File: src/wtsl_pkg.sv
// wtsl_pkg: constants for the watchdog with fuse-selected safety levels
// assumes a 40 MHz system clock and a 1 MHz oscillator tick derived from it
package wtsl_pkg;

   // ********************************************
   // clock and oscillator timing
   // ********************************************
   localparam int unsigned CLK_FREQ_HZ = 40_000_000;
   localparam int unsigned OSC_FREQ_HZ = 1_000_000;
   localparam int unsigned OSC_DIV = CLK_FREQ_HZ / OSC_FREQ_HZ;
   localparam int unsigned BASE_TICKS = 16_384;
   localparam int unsigned CNT_W = 21;
   localparam int unsigned CHG_WINDOW = 4;
   localparam logic [2:0] CHG_LOAD = 3'(CHG_WINDOW - 1);

   // ********************************************
   // register offsets (byte addresses)
   // ********************************************
   localparam logic [7:0] OFF_CONTROL = 8'h00;
   localparam logic [7:0] OFF_RESTART = 8'h04;
   localparam logic [7:0] OFF_STATUS = 8'h08;

   // ********************************************
   // control register fields
   // ********************************************
   localparam int unsigned CTL_PS_LSB = 0;
   localparam int unsigned CTL_EN_BIT = 3;
   localparam int unsigned CTL_CE_BIT = 4;
   localparam logic [2:0] CTL_PS_RST = 3'h0;

   // ********************************************
   // status register fields
   // ********************************************
   localparam int unsigned ST_FLAG_BIT = 0;
   localparam int unsigned ST_LVL_LSB = 1;
   localparam int unsigned ST_EN_BIT = 3;

   // ********************************************
   // bus answers
   // ********************************************
   localparam logic [1:0] RESP_OKAY = 2'h0;
   localparam logic [1:0] RESP_SLVERR = 2'h2;

   typedef enum logic [1:0] {
      WTSL_LVL0,
      WTSL_LVL1,
      WTSL_LVL2
   } wtsl_level_t;

endpackage

File: src/wtsl_osc_tick.sv
// wtsl_osc_tick: one-cycle enable at the watchdog oscillator rate
// assumes a single system clock with synchronous active-high reset
`timescale 1ns/1ps
module wtsl_osc_tick #(
   parameter int unsigned DIV = wtsl_pkg::OSC_DIV
) (
   // clock and reset
   input wire logic clk,
   input wire logic rst,
   // tick out
   output logic tick_q
);

   logic [15:0] div_q;

   always_ff @(posedge clk) begin
      if (rst) begin
         div_q <= 16'h0000;
         tick_q <= 1'b0;
      end else if (div_q == 16'(DIV - 1)) begin
         div_q <= 16'h0000;
         tick_q <= 1'b1;
      end else begin
         div_q <= div_q + 16'h0001;
         tick_q <= 1'b0;
      end
   end

endmodule

File: src/wtsl_top.sv
// wtsl_top: watchdog with safety levels, AXI4-Lite register slave
// assumes fuse levels are static and por is a synchronous power-on pulse
//
// The implementer's own choices: the AXI4-Lite register port and the register addresses.
`timescale 1ns/1ps
// Contract
// counter advances on separate 1 MHz oscillator; the code uses a tick divided from the system clock instead
// restart clears the counter to zero
// counter cleared when disabled or reset
// timeout without restart resets the chip
// eight timeouts, 16384 doubling to 2097152
// fuses pick level and initial enable
// writing enable one always enables immediately
// control bits 7..5 read zero
// change-enable self-clears after four cycles
// enable zero accepted only with change-enable
// software disables by two-write timed sequence
// level 2 stays enabled, reads one
// level 2 ignores every disable attempt
// levels 1,2 change prescale only with change-enable
// level 0 changes prescale freely
// level 1 software uses two-write sequence
// level 2 sequence starts with enable one
// level 2 second write updates prescale only
// enable one enables, accepted zero disables
// timeout reset pulse one clock long
// flag set by timeout, cleared by por/zero
// expired window keeps configuration unchanged
// software keeps interrupts off during sequence
module wtsl_top #(
   parameter int unsigned BASE_TICKS = wtsl_pkg::BASE_TICKS,
   parameter int unsigned OSC_DIV = wtsl_pkg::OSC_DIV
) (
   // clock and resets
   input wire logic clk,
   input wire logic rst,
   input wire logic por,
   // fuses, high when programmed
   input wire logic legacy_compat_fuse,
   input wire logic always_on_fuse,
   // chip reset request
   output logic chip_reset_q,
   // axi4-lite write address
   input wire logic [7:0] s_axi_awaddr,
   input wire logic s_axi_awvalid,
   output logic s_axi_awready,
   // axi4-lite write data
   input wire logic [31:0] s_axi_wdata,
   input wire logic [3:0] s_axi_wstrb,
   input wire logic s_axi_wvalid,
   output logic s_axi_wready,
   // axi4-lite write response
   output logic [1:0] s_axi_bresp,
   output logic s_axi_bvalid,
   input wire logic s_axi_bready,
   // axi4-lite read address
   input wire logic [7:0] s_axi_araddr,
   input wire logic s_axi_arvalid,
   output logic s_axi_arready,
   // axi4-lite read data
   output logic [31:0] s_axi_rdata,
   output logic [1:0] s_axi_rresp,
   output logic s_axi_rvalid,
   input wire logic s_axi_rready
);

   // ********************************************
   // helpers
   // ********************************************
   function automatic logic addr_is(input logic [7:0] a, input logic [7:0] off);
      addr_is = (a[7:2] == off[7:2]);
   endfunction

   function automatic logic addr_known(input logic [7:0] a);
      addr_known = addr_is(a, wtsl_pkg::OFF_CONTROL) || addr_is(a, wtsl_pkg::OFF_RESTART)
         || addr_is(a, wtsl_pkg::OFF_STATUS);
   endfunction

   // ********************************************
   // state
   // ********************************************
   logic aw_full_q, w_full_q;
   logic [7:0] aw_addr_q;
   logic [31:0] w_data_q;
   logic w_lane0_q;
   logic wr_go;
   logic ctrl_wr, restart_wr, status_wr;
   logic fuse_done_q;
   wtsl_pkg::wtsl_level_t level_q;
   logic enable_q, en_eff;
   logic ce_q;
   logic [2:0] ce_cnt_q;
   logic [2:0] prescale_q;
   logic flag_q;
   logic [wtsl_pkg::CNT_W-1:0] count_q;
   logic [wtsl_pkg::CNT_W-1:0] limit;
   logic osc_tick;
   logic timeout;
   logic [7:0] ctrl_rd;

   // ********************************************
   // oscillator tick
   // ********************************************
   wtsl_osc_tick #(.DIV(OSC_DIV)) u_tick (
      .clk(clk),
      .rst(rst),
      .tick_q(osc_tick)
   );

   // ********************************************
   // write channels
   // ********************************************
   assign wr_go = aw_full_q && w_full_q && !s_axi_bvalid;
   assign ctrl_wr = wr_go && w_lane0_q && addr_is(aw_addr_q, wtsl_pkg::OFF_CONTROL);
   assign restart_wr = wr_go && addr_is(aw_addr_q, wtsl_pkg::OFF_RESTART);
   assign status_wr = wr_go && w_lane0_q && addr_is(aw_addr_q, wtsl_pkg::OFF_STATUS);

   always_ff @(posedge clk) begin
      if (rst) begin
         aw_full_q <= 1'b0;
         s_axi_awready <= 1'b0;
         aw_addr_q <= 8'h00;
      end else if (s_axi_awvalid && s_axi_awready) begin
         aw_full_q <= 1'b1;
         s_axi_awready <= 1'b0;
         aw_addr_q <= s_axi_awaddr;
      end else if (wr_go) begin
         aw_full_q <= 1'b0;
      end else if (!aw_full_q) begin
         s_axi_awready <= 1'b1;
      end
   end

   always_ff @(posedge clk) begin
      if (rst) begin
         w_full_q <= 1'b0;
         s_axi_wready <= 1'b0;
         w_data_q <= 32'h0000_0000;
         w_lane0_q <= 1'b0;
      end else if (s_axi_wvalid && s_axi_wready) begin
         w_full_q <= 1'b1;
         s_axi_wready <= 1'b0;
         w_data_q <= s_axi_wdata;
         w_lane0_q <= s_axi_wstrb[0];
      end else if (wr_go) begin
         w_full_q <= 1'b0;
      end else if (!w_full_q) begin
         s_axi_wready <= 1'b1;
      end
   end

   always_ff @(posedge clk) begin
      if (rst) begin
         s_axi_bvalid <= 1'b0;
         s_axi_bresp <= wtsl_pkg::RESP_OKAY;
      end else if (wr_go) begin
         s_axi_bvalid <= 1'b1;
         s_axi_bresp <= addr_known(aw_addr_q) ? wtsl_pkg::RESP_OKAY : wtsl_pkg::RESP_SLVERR;
      end else if (s_axi_bready) begin
         s_axi_bvalid <= 1'b0;
      end
   end

   // ********************************************
   // fuse capture and safety level
   // ********************************************
   always_ff @(posedge clk) begin
      if (rst) begin
         fuse_done_q <= 1'b0;
         level_q <= wtsl_pkg::WTSL_LVL1;
      end else if (!fuse_done_q) begin
         fuse_done_q <= 1'b1;
         if (always_on_fuse) begin
            level_q <= wtsl_pkg::WTSL_LVL2;
         end else if (legacy_compat_fuse) begin
            level_q <= wtsl_pkg::WTSL_LVL0;
         end else begin
            level_q <= wtsl_pkg::WTSL_LVL1;
         end
      end
   end

   // level 2 forces enabled and reads one
   assign en_eff = enable_q || (level_q == wtsl_pkg::WTSL_LVL2);

   // ********************************************
   // change-enable window
   // ********************************************
   always_ff @(posedge clk) begin
      if (rst) begin
         ce_q <= 1'b0;
         ce_cnt_q <= 3'h0;
      end else if (ctrl_wr && w_data_q[wtsl_pkg::CTL_CE_BIT]) begin
         ce_q <= 1'b1;
         ce_cnt_q <= wtsl_pkg::CHG_LOAD;
      end else if (ctrl_wr) begin
         ce_q <= 1'b0;
      end else if (ce_q) begin
         if (ce_cnt_q == 3'h0) begin
            ce_q <= 1'b0;
         end else begin
            ce_cnt_q <= ce_cnt_q - 3'h1;
         end
      end
   end

   // ********************************************
   // enable and prescale
   // ********************************************
   always_ff @(posedge clk) begin
      if (rst) begin
         enable_q <= 1'b0;
      end else if (ctrl_wr) begin
         if (w_data_q[wtsl_pkg::CTL_EN_BIT]) begin
            enable_q <= 1'b1;
         end else if (ce_q && level_q != wtsl_pkg::WTSL_LVL2) begin
            enable_q <= 1'b0;
         end
      end
   end

   always_ff @(posedge clk) begin
      if (rst) begin
         prescale_q <= wtsl_pkg::CTL_PS_RST;
      end else if (ctrl_wr) begin
         if (level_q == wtsl_pkg::WTSL_LVL0 || ce_q) begin
            prescale_q <= w_data_q[wtsl_pkg::CTL_PS_LSB +: 3];
         end
      end
   end

   // ********************************************
   // counter and timeout
   // ********************************************
   assign limit = wtsl_pkg::CNT_W'(BASE_TICKS) << prescale_q;
   assign timeout = en_eff && osc_tick && (count_q == limit - 1'b1);

   always_ff @(posedge clk) begin
      if (rst || restart_wr || !en_eff || timeout) begin
         count_q <= '0;
      end else if (osc_tick) begin
         count_q <= count_q + 1'b1;
      end
   end

   always_ff @(posedge clk) begin
      if (rst) begin
         chip_reset_q <= 1'b0;
      end else begin
         chip_reset_q <= timeout;
      end
   end

   // survives chip reset, cleared by power-on or a zero write
   always_ff @(posedge clk) begin
      if (por) begin
         flag_q <= 1'b0;
      end else if (timeout) begin
         flag_q <= 1'b1;
      end else if (status_wr && !w_data_q[wtsl_pkg::ST_FLAG_BIT]) begin
         flag_q <= 1'b0;
      end
   end

   // ********************************************
   // read channel
   // ********************************************
   assign ctrl_rd = {3'h0, ce_q, en_eff, prescale_q};

   always_ff @(posedge clk) begin
      if (rst) begin
         s_axi_arready <= 1'b0;
         s_axi_rvalid <= 1'b0;
         s_axi_rdata <= 32'h0000_0000;
         s_axi_rresp <= wtsl_pkg::RESP_OKAY;
      end else if (s_axi_arvalid && s_axi_arready) begin
         s_axi_arready <= 1'b0;
         s_axi_rvalid <= 1'b1;
         s_axi_rresp <= wtsl_pkg::RESP_OKAY;
         if (addr_is(s_axi_araddr, wtsl_pkg::OFF_CONTROL)) begin
            s_axi_rdata <= {24'h00_0000, ctrl_rd};
         end else if (addr_is(s_axi_araddr, wtsl_pkg::OFF_STATUS)) begin
            s_axi_rdata <= {28'h000_0000, en_eff, 2'(level_q), flag_q};
         end else if (addr_is(s_axi_araddr, wtsl_pkg::OFF_RESTART)) begin
            s_axi_rdata <= 32'h0000_0000;
         end else begin
            s_axi_rdata <= 32'h0000_0000;
            s_axi_rresp <= wtsl_pkg::RESP_SLVERR;
         end
      end else if (s_axi_rvalid && s_axi_rready) begin
         s_axi_rvalid <= 1'b0;
         s_axi_arready <= 1'b1;
      end else if (!s_axi_rvalid) begin
         s_axi_arready <= 1'b1;
      end
   end

   // ********************************************
   // assertions
   // ********************************************
   ce_window_a: assert property (@(posedge clk) disable iff (rst)
      (ctrl_wr && w_data_q[wtsl_pkg::CTL_CE_BIT]) ##1 (!ctrl_wr) [*4] |=> !ce_q)
      else $error("change enable not cleared after four cycles");

   ce_hold_a: assert property (@(posedge clk) disable iff (rst)
      (ctrl_wr && w_data_q[wtsl_pkg::CTL_CE_BIT]) ##1 (!ctrl_wr) [*3] |-> ce_q)
      else $error("change enable dropped early");

   en_on_a: assert property (@(posedge clk) disable iff (rst)
      ctrl_wr && w_data_q[wtsl_pkg::CTL_EN_BIT] |=> en_eff)
      else $error("enable write did not enable");

   dis_guard_a: assert property (@(posedge clk) disable iff (rst)
      ctrl_wr && !ce_q && enable_q |=> enable_q)
      else $error("disabled without change enable");

   dis_ok_a: assert property (@(posedge clk) disable iff (rst)
      ctrl_wr && ce_q && !w_data_q[wtsl_pkg::CTL_EN_BIT]
      && level_q != wtsl_pkg::WTSL_LVL2 |=> !en_eff)
      else $error("accepted disable did not disable");

   lvl2_on_a: assert property (@(posedge clk) disable iff (rst)
      s_axi_rvalid && level_q == wtsl_pkg::WTSL_LVL2 && $past(s_axi_arvalid && s_axi_arready
      && addr_is(s_axi_araddr, wtsl_pkg::OFF_CONTROL)) |-> s_axi_rdata[3])
      else $error("level 2 not enabled");

   lvl2_dis_a: assert property (@(posedge clk) disable iff (rst)
      ctrl_wr && level_q == wtsl_pkg::WTSL_LVL2 |=> en_eff [*2])
      else $error("level 2 disabled");

   ps_lock_a: assert property (@(posedge clk) disable iff (rst)
      ctrl_wr && !ce_q && level_q != wtsl_pkg::WTSL_LVL0 |=> $stable(prescale_q))
      else $error("prescale changed without change enable");

   ps_free_a: assert property (@(posedge clk) disable iff (rst)
      ctrl_wr && level_q == wtsl_pkg::WTSL_LVL0 |=> prescale_q == $past(w_data_q[2:0]))
      else $error("level 0 prescale write lost");

   restart_a: assert property (@(posedge clk) disable iff (rst)
      restart_wr |=> count_q == '0)
      else $error("restart did not clear counter");

   off_clear_a: assert property (@(posedge clk) disable iff (rst)
      !en_eff ##1 !en_eff |-> count_q == '0)
      else $error("counter runs while disabled");

   timeout_a: assert property (@(posedge clk) disable iff (rst)
      en_eff && osc_tick && count_q == limit - 1'b1 |=> chip_reset_q ##1 !chip_reset_q)
      else $error("timeout did not give a one-cycle reset");

   flag_set_a: assert property (@(posedge clk) disable iff (por)
      chip_reset_q |-> flag_q)
      else $error("reset flag not set by timeout");

   ctrl_res_a: assert property (@(posedge clk) disable iff (rst)
      s_axi_rvalid && $past(s_axi_arvalid && s_axi_arready
      && addr_is(s_axi_araddr, wtsl_pkg::OFF_CONTROL)) |-> s_axi_rdata[31:5] == '0)
      else $error("reserved control bits not zero");

   timeout_c: cover property (@(posedge clk) disable iff (rst) chip_reset_q);
   disable_c: cover property (@(posedge clk) disable iff (rst)
      ctrl_wr && ce_q && !w_data_q[wtsl_pkg::CTL_EN_BIT] ##1 !en_eff);
   ps_seq_c: cover property (@(posedge clk) disable iff (rst)
      ctrl_wr && ce_q && level_q == wtsl_pkg::WTSL_LVL1);
   expire_c: cover property (@(posedge clk) disable iff (rst) $fell(ce_q) && !ctrl_wr);

endmodule

File: config.mk
export PLATFORM = sky130hd
export DESIGN_NAME = wtsl_top
export DESIGN_NICKNAME = d
export VERILOG_FILES = /design/src/wtsl_pkg.sv /design/src/wtsl_osc_tick.sv /design/src/wtsl_top.sv
export SDC_FILE = /design/constraint.sdc
export NUM_CORES = 1
export LEC_CHECK = 0
export BUFFER_PORTS_ARGS = -buffer_cell sky130_fd_sc_hd__buf_2
export CAP_MARGIN = 20
export CORE_MARGIN = 2
export CORE_UTILIZATION = 35
export CTS_CLUSTER_DIAMETER = 200
export DETAILED_ROUTE_END_ITERATION = 10
export HOLD_SLACK_MARGIN = 0.12
export PLACE_DENSITY = 0.57
export RECOVER_POWER = 100
export SLEW_MARGIN = 20
export SYNTH_ARGS = -nofsm -noshare
export SYNTH_HDL_FRONTEND = slang
export SYNTH_HIERARCHICAL = 1
export SYNTH_SLANG_ARGS = --single-unit
File: constraint.sdc
create_clock -name clk -period 6.75 [get_ports clk]
set_clock_uncertainty 0.05 [all_clocks]
set_input_delay 0.675 -clock clk [delete_from_list [all_inputs] [get_ports clk]]
set_output_delay 0.675 -clock clk [all_outputs]
set_load 0.05 [all_outputs]
==> Flow_metrics.wiki <==
{| class="wikitable"
! Metric !! Value
|-
| Result of the run || complete, but fails checks
|-
| Violated checks || max-capacitance violations, max-slew violations
|-
| Fillcell total || 1065
|-
| Post-Synthesis Mean Instance Area || 8.53 µm²
|-
| Path class of the lowest-slack min-delay path || flop to flop
|-
| DP Cell Count || 581
|-
| Critical path launch point type || flop
|-
| Required time of the critical path || 6930 ps
|-
| Final core utilization || 0.390
|-
| Post-detailed-route wirelength per cell || 11.6 µm
|-
| Setup ws final || 3790 ps
|-
| Number of antenna repair diodes || 0
|-
| Top cells by area, synth || dfxtp_1 (43%), buf_4 (6.3%), nor2_1 (5.6%)
|-
| Most used flip-flop cell after synthesis || dfxtp_1
|-
| Distinct cell type count of the synthesized netlist || 49
|-
| H-Tree Depth || 3
|-
| Share of cells above drive strength 1 || 0.0998
|-
| Pins over their slew limit || 39
|-
| Core region area || 10100 µm²
|-
| Clock insertion delay at the later pin of the skew report || 360 ps
|-
| X dimension of the die || 105 µm
|-
| Global-route wire length before repair || 12300 µm
|-
| Final non-filler cell total || 597
|-
| Post-cts sizing count || 0
|-
| Sequential share of the synthesized area || 0.428
|-
| Clock tree from TritonCTS || done
|-
| Minimum clock period after layout || 2960 ps
|-
| Total overflow reported by the global router || 0
|-
| Critical setup path kind || flop to flop
|-
| Buffers inserted by post-CTS timing repair || 0
|-
| Worst hold-check slack || 412 ps
|-
| Area growth syn-to-layout || 9.73%
|-
| Clock root cell || clkbuf_8
|-
| Per-cell via count in the routed design || 4.75
|-
| Post-DP HPWL || 5110 µm
|-
| Number of nets in the layout || 523
|-
| Setup repair after global routing missed its margin || no
|-
| Area of all placed cells without fillers || 3950 µm²
|-
| Fraction of synthesized cell area taken by the top area cell type || 0.428
|-
| FMAX || 337 MHz
|-
| Leakage Power || 1.48 nW
|-
| Largest area contributor in the synthesized netlist || dfxtp_1
|-
| Number of nets still failing antenna checks after routing || 0
|-
| Violation count after the first detailed-routing iteration || 81
|-
| Flop and latch count out of synthesis || 77
|-
| Post-synth top cells || dfxtp_1 (77), nor2_1 (54), nand2_1 (38)
|-
| Cell area after synthesis || 3600 µm²
|-
| Busiest layer in global routing || met2
|-
| Total DRC errors in the routed layout || 0
|-
| Vertical die dimension || 105 µm
|-
| Highest net fanout along the worst path || 9
|-
| Most numerous cell in the Yosys netlist || dfxtp_1
|-
| Number of max-cap violations || 1
|-
| Number of I/O pins || 104
|-
| Pin count of the biggest net entering global routing || 39
|-
| Final number of hold-violating endpoints || 0
|-
| Overall fraction of global-route tracks in use || 0.136
|-
| Vias after detailed routing || 2838
|-
| Clock Tree Buf Depth || 2
|-
| Async SR Flop Fraction || 0
|-
| Initial Util || 0.355
|-
| Final wirelength || 6900 µm
|-
| Number of global-route vias before repair || 2679
|-
| Clock Sinks || 77
|-
| Post-synthesis instance total || 422
|-
| Placer's final routability congestion estimate || 0.827
|-
| Number of rows created at floorplan || 37
|-
| Clock-pin slew on the worst setup and hold paths || 90 ps
|-
| Cell area after placement || 3780 µm²
|-
| Buffers on Ports || 40
|-
| EDFF count, synth || 0
|-
| Number of CTS-inserted buffers || 9
|-
| Worst-margin pin slew || 1660 ps
|-
| Met1 Use GR || 0.177
|-
| Setup slack at placement || 4280 ps
|-
| Yosys Warn Count || 6
|-
| P per Cell Area || 239 nW/µm²
|-
| Met3 track utilization from global routing || 0.0272
|-
| Type of destination of the critical path || flop
|-
| CTS Hold Buffers Added || 0
|-
| Area enclosed by the die boundary || 11100 µm²
|-
| Final clock period utilization by the worst path || 0.439
|-
| Setup-failing EPs final || 0
|-
| Worst supply voltage drop on vdd || 0.136 mV
|-
| Met2 track demand over resource in global routing || 0.210
|-
| Count of TritonRoute iterations in the first routing pass || 4
|-
| Slew Limit Headroom || -0.103
|-
| Setup_tns || 0 ps
|-
| Worst path arrival time || 3150 ps
|-
| Overall Power || 943 µW
|-
| Antenna violations before repair || 0
|}
## cell usage in the layout, fill, tap and decap left out, types with 2 or more instances in the layout
master and n:
mux2i_1 8, nand2b_1 4, conb_1 29, nand4_1 13
clkbuf_8 9, xor2_1 19, bufinv_16 2, nor4b_1 2
or3_1 9, ha_1 5, buf_2 26, and2_1 2
xnor2_1 13, nor2b_1 2, o211ai_1 2, nand2_1 38
and4_1 2, clkbuf_1 16, inv_1 12, a21oi_1 29
nor4_1 6, o21ai_0 16, or4_1 5, nand3_1 23
nor3_1 9, and3_1 6, dfxtp_1 77, o31ai_1 3
clkinvlp_4 2, nor2_1 54
## flip-flops by register name, summed over array words and instances (netlist names), 2 cells and up
| register | cells |
|---|---|
| aw_addr_q | 6 |
| ce_cnt_q | 3 |
| count_q | 21 |
| level_q | 2 |
| prescale_q | 3 |
| s_axi_rdata | 5 |
| u_tick/div_q | 16 |
| w_data_q | 5 |
## per-layer routing
metal | share of wire | vias up | wire length [µm]
met4 | 0.028 | 0 | 195
met1 | 0.48 | 1292 | 3280
li1 | - | 1465 | -
met5 | 0 | - | 0
met3 | 0.044 | 16 | 305
met2 | 0.45 | 65 | 3120
## power breakdown
group	total (mW)	internal (mW)	switching [mW]
registers	0.473	0.463	0.00951
clock network	0.389	0.212	0.177
logic	0.0813	0.0157	0.0656
total	0.943	0.691	0.252
## critical path, cell delays in order (launching register included)
cell and delay (ps):
dfxtp_1 400, ha_1 190, nand4_1 230, nor4_1 490
o21ai_0 170, o31ai_1 800, clkbuf_1 420, nor2_1 90
## cells by family after synthesis
kind of cell / share of synthesized area
other: 0.00104
AO/OA/AOI/OAI: 0.0991
AND/OR/NAND/NOR: 0.257
buffers and inverters: 0.0977
XOR/XNOR: 0.0779
flip-flops: 0.428
multiplexers: 0.0222
adder cells (fa/ha/maj): 0.0174
## cell type report
class                      instances  area, µm²  share of cell area
multi-input combinational        315       1780               0.452
clock buffer                      10        128              0.0323
timing repair buffer              41        186              0.0472
clock inverter                     6       95.1              0.0241
tap                              136        170              0.0431
sequential                        77       1540               0.390
inverter                          12       45.0              0.0114
## worst paths after layout
path / start / end / slack (ps) / cells past startpoint
worst max-delay path: count_q[0]$_SDFFE_PP0P_ / count_q[1]$_SDFFE_PP0P_ / 3790 / 7
worst min-delay path: aw_addr_q[7]$_SDFFE_PP0P_ / aw_addr_q[7]$_SDFFE_PP0P_ / 410 / 2
worst max register to register: count_q[0]$_SDFFE_PP0P_ / count_q[1]$_SDFFE_PP0P_ / 3790 / 7
worst min register to register: aw_addr_q[7]$_SDFFE_PP0P_ / aw_addr_q[7]$_SDFFE_PP0P_ / 410 / 2
Power figures use the tool's default switching activity.
